## src/rtl/clk_sys_pkg.sv

```systemverilog
// Constants, register map and carrier types of the system clock selector and prescaler.
package clk_sys_pkg;
  localparam int ADDR_W = 12;
  localparam logic [9:0] IDX_SEL = 10'h000;
  localparam logic [9:0] IDX_PSC = 10'h001;
  localparam logic [9:0] IDX_OSC_EN = 10'h002;
  localparam logic [9:0] IDX_OSC_STAT = 10'h003;
  localparam logic [9:0] IDX_PLL = 10'h004;
  localparam logic [9:0] IDX_FMON = 10'h005;
  localparam logic [9:0] IDX_CAL_CTRL = 10'h006;
  localparam logic [9:0] IDX_CAL2M = 10'h007;
  localparam logic [9:0] IDX_CAL32M = 10'h008;
  localparam logic [9:0] IDX_COMP32M = 10'h009;
  localparam logic [2:0] SRC_2M = 3'h0;
  localparam logic [2:0] SRC_32M = 3'h1;
  localparam logic [2:0] SRC_32K = 3'h2;
  localparam logic [2:0] SRC_EXT = 3'h3;
  localparam logic [2:0] SRC_PLL = 3'h4;
  localparam logic [7:0] SEL_RST = 8'h00;
  localparam logic [7:0] PSC_RST = 8'h00;
  localparam logic [7:0] OSC_EN_RST = 8'h01;
  localparam logic [4:0] ADIV_MAX_CODE = 5'h11;
  localparam int SW_OLD_CYC = 2;
  localparam int SW_NEW_CYC = 2;
  localparam int CAL_REF_DIV = 32;
  localparam logic [15:0] COMP_2M_RST = 16'h07a1;
  localparam logic [15:0] COMP_32M_RST = 16'h7a12;
  localparam int PRESC_W = 11;

  typedef enum logic [2:0] {
    SW_IDLE = 3'b001,
    SW_OLD = 3'b010,
    SW_NEW = 3'b100
  } sw_state_t;

  typedef struct packed {
    logic psel;
    logic penable;
    logic pwrite;
    logic [ADDR_W-1:0] paddr;
    logic [31:0] pwdata;
  } apb_req_t;

  typedef struct packed {
    logic pready;
    logic [31:0] prdata;
    logic pslverr;
  } apb_rsp_t;

  typedef struct packed {
    logic [4:0] div;
    logic [15:0] cnt;
    logic [6:0] val;
  } cal_t;
endpackage

```

## src/rtl/system_clock_select_prescale.sv

```systemverilog
// System clock source selection, glitch-free prescaler, PLL interlocks, calibration, monitor.
//
// What this block does
// - Refuse switching to unready oscillators and disabling the current source.
// - Each oscillator has a software-readable ready flag.
// - First prescaler stage divides 1 to 512, giving the x4 clock.
// - Second and third stages divide by up to 4 combined.
// - Undivided later stages run all clocks at first-stage rate.
// - Derived clocks stay phase aligned, no glitches or intermediate rates.
// - New prescaler settings apply on a slowest-clock rising edge.
// - Source select and prescaler writes need the timed-write unlock.
// - PLL output equals reference times multiplier 1 to 31.
// - Four PLL references: 2MHz, 32MHz/4, crystal, external clock.
// - PLL configuration is frozen while the PLL is enabled.
// - PLL is usable only with a stable reference and lock.
// - PLL reference cannot be disabled by software while the PLL runs.
// - Each calibration loop selects its reference, divided by 32.
// - Compare values reset to ideal ratios; 32MHz compare is writable.
// - Calibration steps by one when error exceeds half a step.
// - Calibration halts in sleep, resumes; writable while disabled.
// - External failure while system clock: fall back, reset, flag, NMI.
// - External failure otherwise: disable it silently, no NMI.
// - Monitor stays enabled until reset and pauses in sleep.
// - Switch takes two old then two new cycles; old stays enabled.
// - Selector codes 0 to 4 name the five sources, rest reserved.
// - First-stage code 0 undivided, odd codes 1 to 17 divide 2 to 512.
// - Later-stage codes: 00=1,1; 01=1,2; 10=4,1; 11=2,2.
//
// The APB register port is this design's own decision.
`timescale 1ns/1ps
module system_clock_select_prescale
  import clk_sys_pkg::*;
#(
  parameter logic [15:0] CAL_HALF_STEP = 16'h0001,
  parameter logic [6:0] CAL_VAL_RST = 7'h40
) (
  input wire logic i_clk,
  input wire logic i_reset,
  input wire apb_req_t i_apb,
  output apb_rsp_t o_apb,
  input wire logic i_ccp_unlock,
  input wire logic [3:0] i_osc_stable,
  input wire logic i_pll_locked,
  input wire logic i_sleep_osc_stop,
  input wire logic i_ext_fail,
  input wire logic [1:0] i_cal_ref_edge,
  input wire logic [1:0] i_cal_osc_edge,
  output logic [4:0] o_osc_enable,
  output logic [2:0] o_sys_clk_source,
  output logic o_sys_clk_switching,
  output logic o_periph_clk_x4_tick,
  output logic o_periph_clk_x2_tick,
  output logic o_cpu_clk_tick,
  output logic [4:0] o_pll_multiplier,
  output logic [1:0] o_pll_ref_sel,
  output logic [3:0] o_cal_ref_sel,
  output logic [6:0] o_cal_value_2m,
  output logic [6:0] o_cal_value_32m,
  output logic o_fail_monitor_en,
  output logic o_nmi
);

  typedef struct packed {
    logic [2:0] sel;
    logic [2:0] act;
    sw_state_t sw;
    logic swc;
    logic [6:0] psc;
    logic [4:0] ea;
    logic [1:0] ebc;
    logic [PRESC_W-1:0] cnt;
    logic t4;
    logic t2;
    logic tc;
    logic [4:0] osc_en;
    logic [4:0] pll_mul;
    logic [1:0] pll_src;
    logic fm_en;
    logic fm_flag;
    logic nmi;
    logic [1:0] cal_en;
    logic [3:0] cal_ref;
    cal_t [1:0] cal;
    logic [15:0] comp32;
    logic [31:0] prdata;
  } state_t;

  state_t r;
  state_t n;

  ////////////////////////////////////////////////////////////////////////////////
  // Helpers.

  function automatic logic [3:0] a_shift(input logic [4:0] c);
    return (c == 5'h00) ? 4'h0 : (4'(c >> 1) + 4'h1);
  endfunction

  function automatic logic [3:0] b_shift(input logic [1:0] c);
    return (c == 2'h2) ? 4'h2 : ((c == 2'h3) ? 4'h1 : 4'h0);
  endfunction

  function automatic logic [PRESC_W-1:0] lo_mask(input logic [3:0] s);
    return PRESC_W'((12'h001 << s) - 12'h001);
  endfunction

  function automatic logic hit(input logic [PRESC_W-1:0] c, input logic [3:0] s);
    return (c & lo_mask(s)) == lo_mask(s);
  endfunction

  function automatic logic [1:0] pll_ref_bit(input logic [1:0] s);
    return (s == 2'h2) ? 2'h3 : s;
  endfunction

  ////////////////////////////////////////////////////////////////////////////////
  // Decode and ready flags.

  logic [9:0] idx;
  logic mapped;
  logic wr;
  logic [31:0] wd;
  logic [3:0] osc_rdy;
  logic [4:0] rdy;
  logic [4:0] keep;
  logic apply;
  logic fail;
  logic [3:0] sa;
  logic [3:0] sb;
  logic [3:0] sc;
  logic [15:0] cmp;
  logic [31:0] rd;

  assign idx = i_apb.paddr[ADDR_W-1:2];
  assign mapped = (idx <= IDX_COMP32M) && (i_apb.paddr[1:0] == 2'h0);
  assign wr = i_apb.psel & i_apb.penable & i_apb.pwrite & mapped;
  assign wd = i_apb.pwdata;
  assign osc_rdy = r.osc_en[3:0] & i_osc_stable;
  assign rdy = {r.osc_en[4] & i_pll_locked & osc_rdy[pll_ref_bit(r.pll_src)], osc_rdy};
  assign keep = (5'h01 << r.act) | (5'h01 << r.sel) |
                (r.osc_en[4] ? (5'h01 << pll_ref_bit(r.pll_src)) : 5'h00);
  assign fail = r.fm_en & ~i_sleep_osc_stop & i_ext_fail;

  always_comb begin
    rd = 32'h0000_0000;
    unique case (idx)
      IDX_SEL: rd = {29'h0, r.sel};
      IDX_PSC: rd = {25'h0, r.psc};
      IDX_OSC_EN: rd = {27'h0, r.osc_en};
      IDX_OSC_STAT: rd = {27'h0, rdy};
      IDX_PLL: rd = {24'h0, r.pll_src, 1'b0, r.pll_mul};
      IDX_FMON: rd = {30'h0, r.fm_flag, r.fm_en};
      IDX_CAL_CTRL: rd = {26'h0, r.cal_ref, r.cal_en};
      IDX_CAL2M: rd = {25'h0, r.cal[0].val};
      IDX_CAL32M: rd = {25'h0, r.cal[1].val};
      IDX_COMP32M: rd = {16'h0, r.comp32};
      default: rd = 32'h0000_0000;
    endcase
  end

  ////////////////////////////////////////////////////////////////////////////////
  // Next state.

  always_comb begin
    n = r;
    n.nmi = 1'b0;
    cmp = 16'h0000;
    if (i_apb.psel && !i_apb.penable) begin
      n.prdata = rd;
    end

    apply = r.tc & ({r.ea, r.ebc} != r.psc);
    if (apply) begin
      n.ea = r.psc[6:2];
      n.ebc = r.psc[1:0];
      n.cnt = '0;
    end else begin
      n.cnt = r.cnt + PRESC_W'(1);
    end
    sa = a_shift(n.ea);
    sb = sa + b_shift(n.ebc);
    sc = sb + {3'h0, n.ebc[0]};
    n.t4 = hit(n.cnt, sa);
    n.t2 = hit(n.cnt, sb);
    n.tc = hit(n.cnt, sc);

    if (wr && idx == IDX_PSC && i_ccp_unlock) begin
      if (wd[6:2] <= ADIV_MAX_CODE && (wd[6:2] == 5'h00 || wd[2])) begin
        n.psc = wd[6:0];
      end
    end

    unique case (r.sw)
      SW_IDLE: begin
        if (wr && idx == IDX_SEL && i_ccp_unlock && wd[2:0] <= SRC_PLL) begin
          if (rdy[wd[2:0]] && wd[2:0] != r.act) begin
            n.sel = wd[2:0];
            n.sw = SW_OLD;
            n.swc = 1'b0;
          end
        end
      end
      SW_OLD: begin
        n.swc = ~r.swc;
        if (r.swc == 1'(SW_OLD_CYC - 1)) begin
          n.act = r.sel;
          n.sw = SW_NEW;
          n.swc = 1'b0;
        end
      end
      SW_NEW: begin
        n.swc = ~r.swc;
        if (r.swc == 1'(SW_NEW_CYC - 1)) begin
          n.sw = SW_IDLE;
          n.swc = 1'b0;
        end
      end
    endcase

    if (wr && idx == IDX_OSC_EN) begin
      n.osc_en = wd[4:0] | keep;
    end

    if (wr && idx == IDX_PLL && i_ccp_unlock && !r.osc_en[4] && wd[4:0] != 5'h00) begin
      n.pll_mul = wd[4:0];
      n.pll_src = wd[7:6];
    end

    if (wr && idx == IDX_FMON) begin
      if (wd[0] && i_ccp_unlock) begin
        n.fm_en = 1'b1;
      end
      if (wd[1]) begin
        n.fm_flag = 1'b0;
      end
    end

    if (wr && idx == IDX_CAL_CTRL) begin
      n.cal_en = wd[1:0];
      n.cal_ref = wd[5:2];
    end
    if (wr && idx == IDX_COMP32M) begin
      n.comp32 = wd[15:0];
    end

    for (int k = 0; k < 2; k++) begin
      if (!r.cal_en[k]) begin
        n.cal[k].div = 5'h00;
        n.cal[k].cnt = 16'h0000;
        if (wr && idx == (k == 0 ? IDX_CAL2M : IDX_CAL32M)) begin
          n.cal[k].val = wd[6:0];
        end
      end else if (!i_sleep_osc_stop) begin
        if (i_cal_osc_edge[k] && r.cal[k].cnt != 16'hffff) begin
          n.cal[k].cnt = r.cal[k].cnt + 16'h0001;
        end
        if (i_cal_ref_edge[k]) begin
          n.cal[k].div = r.cal[k].div + 5'h01;
          if (r.cal[k].div == 5'(CAL_REF_DIV - 1)) begin
            cmp = (k == 0) ? COMP_2M_RST : r.comp32;
            n.cal[k].cnt = 16'h0000;
            if ({1'b0, r.cal[k].cnt} > {1'b0, cmp} + {1'b0, CAL_HALF_STEP}) begin
              if (r.cal[k].val != 7'h00) begin
                n.cal[k].val = r.cal[k].val - 7'h01;
              end
            end else if ({1'b0, r.cal[k].cnt} + {1'b0, CAL_HALF_STEP} < {1'b0, cmp}) begin
              if (r.cal[k].val != 7'h7f) begin
                n.cal[k].val = r.cal[k].val + 7'h01;
              end
            end
          end
        end
      end
    end

    if (fail) begin
      if (r.act == SRC_EXT || r.sel == SRC_EXT) begin
        n.sel = SEL_RST[2:0];
        n.act = SEL_RST[2:0];
        n.sw = SW_IDLE;
        n.swc = 1'b0;
        n.osc_en = OSC_EN_RST[4:0];
        n.fm_flag = 1'b1;
        n.nmi = 1'b1;
      end else begin
        n.osc_en[3] = 1'b0;
      end
    end
  end

  ////////////////////////////////////////////////////////////////////////////////
  // State register.

  always_ff @(posedge i_clk) begin
    if (i_reset) begin
      r <= '0;
      r.sel <= SEL_RST[2:0];
      r.act <= SEL_RST[2:0];
      r.sw <= SW_IDLE;
      r.psc <= PSC_RST[6:0];
      r.ea <= PSC_RST[6:2];
      r.ebc <= PSC_RST[1:0];
      r.t4 <= 1'b1;
      r.t2 <= 1'b1;
      r.tc <= 1'b1;
      r.osc_en <= OSC_EN_RST[4:0];
      r.pll_mul <= 5'h01;
      r.cal[0].val <= CAL_VAL_RST;
      r.cal[1].val <= CAL_VAL_RST;
      r.comp32 <= COMP_32M_RST;
    end else begin
      r <= n;
    end
  end

  assign o_apb.pready = 1'b1;
  assign o_apb.prdata = r.prdata;
  assign o_apb.pslverr = i_apb.psel & i_apb.penable & ~mapped;
  assign o_osc_enable = r.osc_en;
  assign o_sys_clk_source = r.act;
  assign o_sys_clk_switching = (r.sw != SW_IDLE);
  assign o_periph_clk_x4_tick = r.t4;
  assign o_periph_clk_x2_tick = r.t2;
  assign o_cpu_clk_tick = r.tc;
  assign o_pll_multiplier = r.pll_mul;
  assign o_pll_ref_sel = r.pll_src;
  assign o_cal_ref_sel = r.cal_ref;
  assign o_cal_value_2m = r.cal[0].val;
  assign o_cal_value_32m = r.cal[1].val;
  assign o_fail_monitor_en = r.fm_en;
  assign o_nmi = r.nmi;
endmodule

```

## config.mk

```make
export PLATFORM = sky130hd
export DESIGN_NAME = system_clock_select_prescale
export DESIGN_NICKNAME = d
export VERILOG_FILES = /design/src/rtl/clk_sys_pkg.sv /design/src/rtl/system_clock_select_prescale.sv
export SDC_FILE = /design/constraint.sdc
export NUM_CORES = 1
export LEC_CHECK = 0
export BUFFER_PORTS_ARGS = -buffer_cell sky130_fd_sc_hd__buf_4
export CORE_ASPECT_RATIO = 0.8
export CORE_MARGIN = 1
export CORE_UTILIZATION = 44
export CTS_CLUSTER_DIAMETER = 120
export DETAILED_ROUTE_END_ITERATION = 10
export PLACE_DENSITY = 0.63
export SLEW_MARGIN = 5
export SYNTH_ARGS = -nofsm -noshare
export SYNTH_HDL_FRONTEND = slang
export SYNTH_SLANG_ARGS = --single-unit
```

## constraint.sdc

```tcl
create_clock -name i_clk -period 13.7 [get_ports i_clk]
set_clock_uncertainty 0.15 [all_clocks]
set_input_delay 0.685 -clock i_clk [delete_from_list [all_inputs] [get_ports i_clk]]
set_output_delay 0.685 -clock i_clk [all_outputs]
set_load 0.02 [all_outputs]
```

==> reports/metrics.csv <==
stage,metric,value,unit
setup_path,worstSetupPathDepth,17,
floorplanning,floorplan.die.height,140,µm
timing,post-route-period-util,0.415,
pwr,total_power_after_layout,942,µW
setup_path,worst_ep_required_time,13.89,ns
timing,post-route-min-period,5.69,ns
pwr,total_power_per_unit_cell_area,82.0,mW/mm²
floorplanning,die_x,174,µm
setup_path,timing.critical_path.from_type,flip-flop,
detailed_routing,met2_length,12.1,mm
run,maxCapViolCount,0,
clocking,cts_hold_buffers,0,
setup_path,timing.critical_path.buf_inv,0,
logic_synthesis,synth_flop_cell,dfxtp_1,
floorplanning,placement_row_count,50,
detailed_routing,remaining_drc_errors,0,
detailed_routing,route.final.wire_length,28.8,mm
logic_synthesis,synth-edff-count,0,
pwr,switchingPower,237,µW
finish,layout.cells.most_common_list,"nor2_1 (155), dfxtp_1 (147), a21oi_1 (110)",
global_route,globalRoute.totalOverflow,0,
timing,final.setup.tns,0,ns
pwr,comb_power_share,0.059,
timing,report.final.hold_viol_count,0,
timing,max_slew.worst_pin.slew,0.982,ns
placed_design,post_dp_cell_area,0.0109,mm²
floorplanning,top_level_ports,134,
logic_synthesis,ys_warn_count,0,
finish,final_common_cell,nor2_1,
logic_synthesis,synth_async_sr_flop_share,0,
setup_path,timing_worst_setup_path_type,reg2reg,
clocking,cts_buffers,17,
detailed_routing,wirelength_met1,14.3,mm
global_route,antenna_violations_before_repair,0,
setup_path,worstPathCellList,o21a_1 > mux2i_4 > and2_1 > nor2_1 > ha_1 > ha_1 > nand2_1 > a21oi_2 > xor2_2 > or3_1 > ha_1 > nand3_1 > o21ai_0 > a31oi_1 > o21ai_0 > a2111o_1 > o41ai_2,
worst_hold_path,timing.hold.worst_path_depth,2,
detailed_routing,first_iter_violations,752,
logic_synthesis,yosys_register_bits,147,
timing,finalSetupViolCount,0,
global_route,grt_pass1_vias,8643,
timing,slew_headroom,0.346,
logic_synthesis,synth_cell_types,88,
clocking,clock_tree.buffer_depth,2,
logic_synthesis,synth_seq_area_share,0.282,
pwr,p_leak,4.81,nW
setup_path,crit_path_end_kind,flip-flop,
finish,stdcell_area,0.0115,mm²
finish,final_layout_size_suffix_gt1_frac,0.129,
clocking,tritoncts,built,
clocking,cts-root-buf,clkbuf_16,
placed_design,globalplace.congestion,0.874,
finish,antenna_cells,0,
timing,final_max_slew_viol_count,0,
setup_path,r2r_cells,17,
pwr,ir_drop,0.0789,mV
setup_path,critPathArrivalTime,5.88,ns
worst_hold_path,hold_path_class,reg2reg,
detailed_routing,highest_layer,met4,
detailed_routing,overall_via_count_from_detail_route,9513,
setup_path,cp_common_cell,ha_1,
detailed_routing,firstDrtPassIters,6,
setup_path,critical-path-slowest-cell,dfxtp_1,
pwr,clock_power_share,0.483,
global_route,grt_use_total,0.238,
pwr,power.share.sequential,0.458,
timing,fmax,176,MHz
floorplanning,die_area,0.0243,mm²
logic_synthesis,post_synth.cell_area_avg,7.87,µm²
detailed_routing,detail_route.vias_per_cell,5.74,
floorplanning,initial_utilization,0.447,
placed_design,port_buffers,100,
clocking,clock_sink_count,147,
setup_path,maximum_net_fanout_on_the_critical_path,18,
clocking,clk_latency,0.43,ns
clocking,post_cts_resize_count,0,
finish,syn2layout_area_growth,10.1,%
pwr,power.internal,705,µW
placed_design,detailed_placement_wirelength_estimate,21.1,mm
global_route,grt_pass1_wl,46.4,mm
clocking,clk_transition_reported_paths,0.06,ns
logic_synthesis,syn-cell-area,0.0104,mm²
global_route,grt_start_max_net_pins,71,
floorplanning,core-area,0.0233,mm²
detailed_routing,dr_wl_met3,2.10,mm
logic_synthesis,post_synth_inst_count,1326,
finish,nets,1455,
status,run_status,completed,
clocking,postCtsSetupRepairBufs,0,
timing,setup_repair_after_global_routing_missed_its_margin,no,
pwr,power.share.switching,0.251,
clocking,cts_max_level,4,
detailed_routing,postRouteAntennaNets,0,
detailed_routing,routed_wire_length_per_instance,17.4,µm
setup_path,max_stage_delay,0.80,ns
setup_path,cp_top_family,compound AO/OA/AOI/OAI gates,
[path summary, 6_finish.rpt]
path / startpoint / slack, ns / endpoint
hold reg to reg: o_apb[12] / 0.30 / o_apb[12]
hold / removal: o_apb[12] / 0.30 / o_apb[12]
setup / recovery: o_cpu_clk_tick / 8.01 / o_cpu_clk_tick
setup reg to reg: o_cpu_clk_tick / 8.01 / o_cpu_clk_tick
[power groups by stage]
stage	clock [mW]	combinational [mW]	sequential, mW
after floorplan	0	0.0357	0.440
final	0.455	0.0556	0.431
after global placement	0	0.0545	0.441
after detailed placement	0	0.0546	0.441
after global routing	0.487	0.0597	0.431
after CTS	0.467	0.0548	0.431
[metal layers]
layer  GRT usage  vias to the layer above
li1            -                     4664
met2       0.342                      334
met5           0                        -
met4      0.0591                        0
met3      0.0478                       29
met1       0.358                     4486
[synthesized netlist by cell type (20+ instances only)]
cell type / instances / area, µm²
nor3_1: 32 / 160
inv_1: 45 / 169
xor2_1: 27 / 236
clkbuf_1: 61 / 229
o21a_1: 20 / 150
nand2_1: 106 / 398
mux2i_1: 35 / 350
dfxtp_1: 147 / 2940
o21ai_0: 51 / 255
and3_1: 29 / 181
nand3_1: 48 / 240
xnor2_1: 46 / 403
a21o_1: 21 / 158
buf_4: 66 / 495
a21oi_1: 110 / 551
ha_1: 59 / 738
nor2_1: 155 / 582
[tightest hold or removal path: stages (launching register included)]
cell,delay [ns]
dfxtp_1,0.31
nand2_1,0.05
a21oi_1,0.05
[flip-flops by register name, indices dropped and copies added, names as in the netlist, 2 cells and up]
register / flops
o_cal_value_2m: 7
o_pll_multiplier: 5
o_sys_clk_source: 3
o_cal_value_32m: 7
o_cal_ref_sel: 4
o_osc_enable: 5
r: 93
o_apb: 16
o_pll_ref_sel: 2
[logic make-up after synthesis]
kind of cell	after synthesis	synth area share
XOR/XNOR	80	0.0743
buffers and inverters	179	0.0891
AO/OA/AOI/OAI	334	0.212
multiplexers	41	0.0427
flip-flops	147	0.282
AND/OR/NAND/NOR	480	0.223
other	2	0.000720
adder cells (fa/ha/maj)	63	0.0766
[final cells by class]
cell class                      instances  area (µm²)
Clock buffer                           19         443
Multi-Input combinational cell       1015        6630
Clock inverter                         12         123
Timing Repair Buffer                  106         796
Sequential cell                       147        2940
Inverter                               46         173
Fill cell                            2340       11800
Tap cell                              312         390
[per-stage QoR]
stage	worst slack, ns	hold slack (ns)	cells	utilization
2_1_floorplan	8.76	0.282	1341	-
3_3_place_gp	8.14	0.292	1626	0.468
3_5_place_dp	8.09	0.296	1626	0.468
4_1_cts	8.08	0.303	1657	0.492
5_1_grt	7.66	0.330	1657	0.492
6_report	8.01	0.301	1657	0.492
Note: power is estimated with default switching activity, not from simulation.
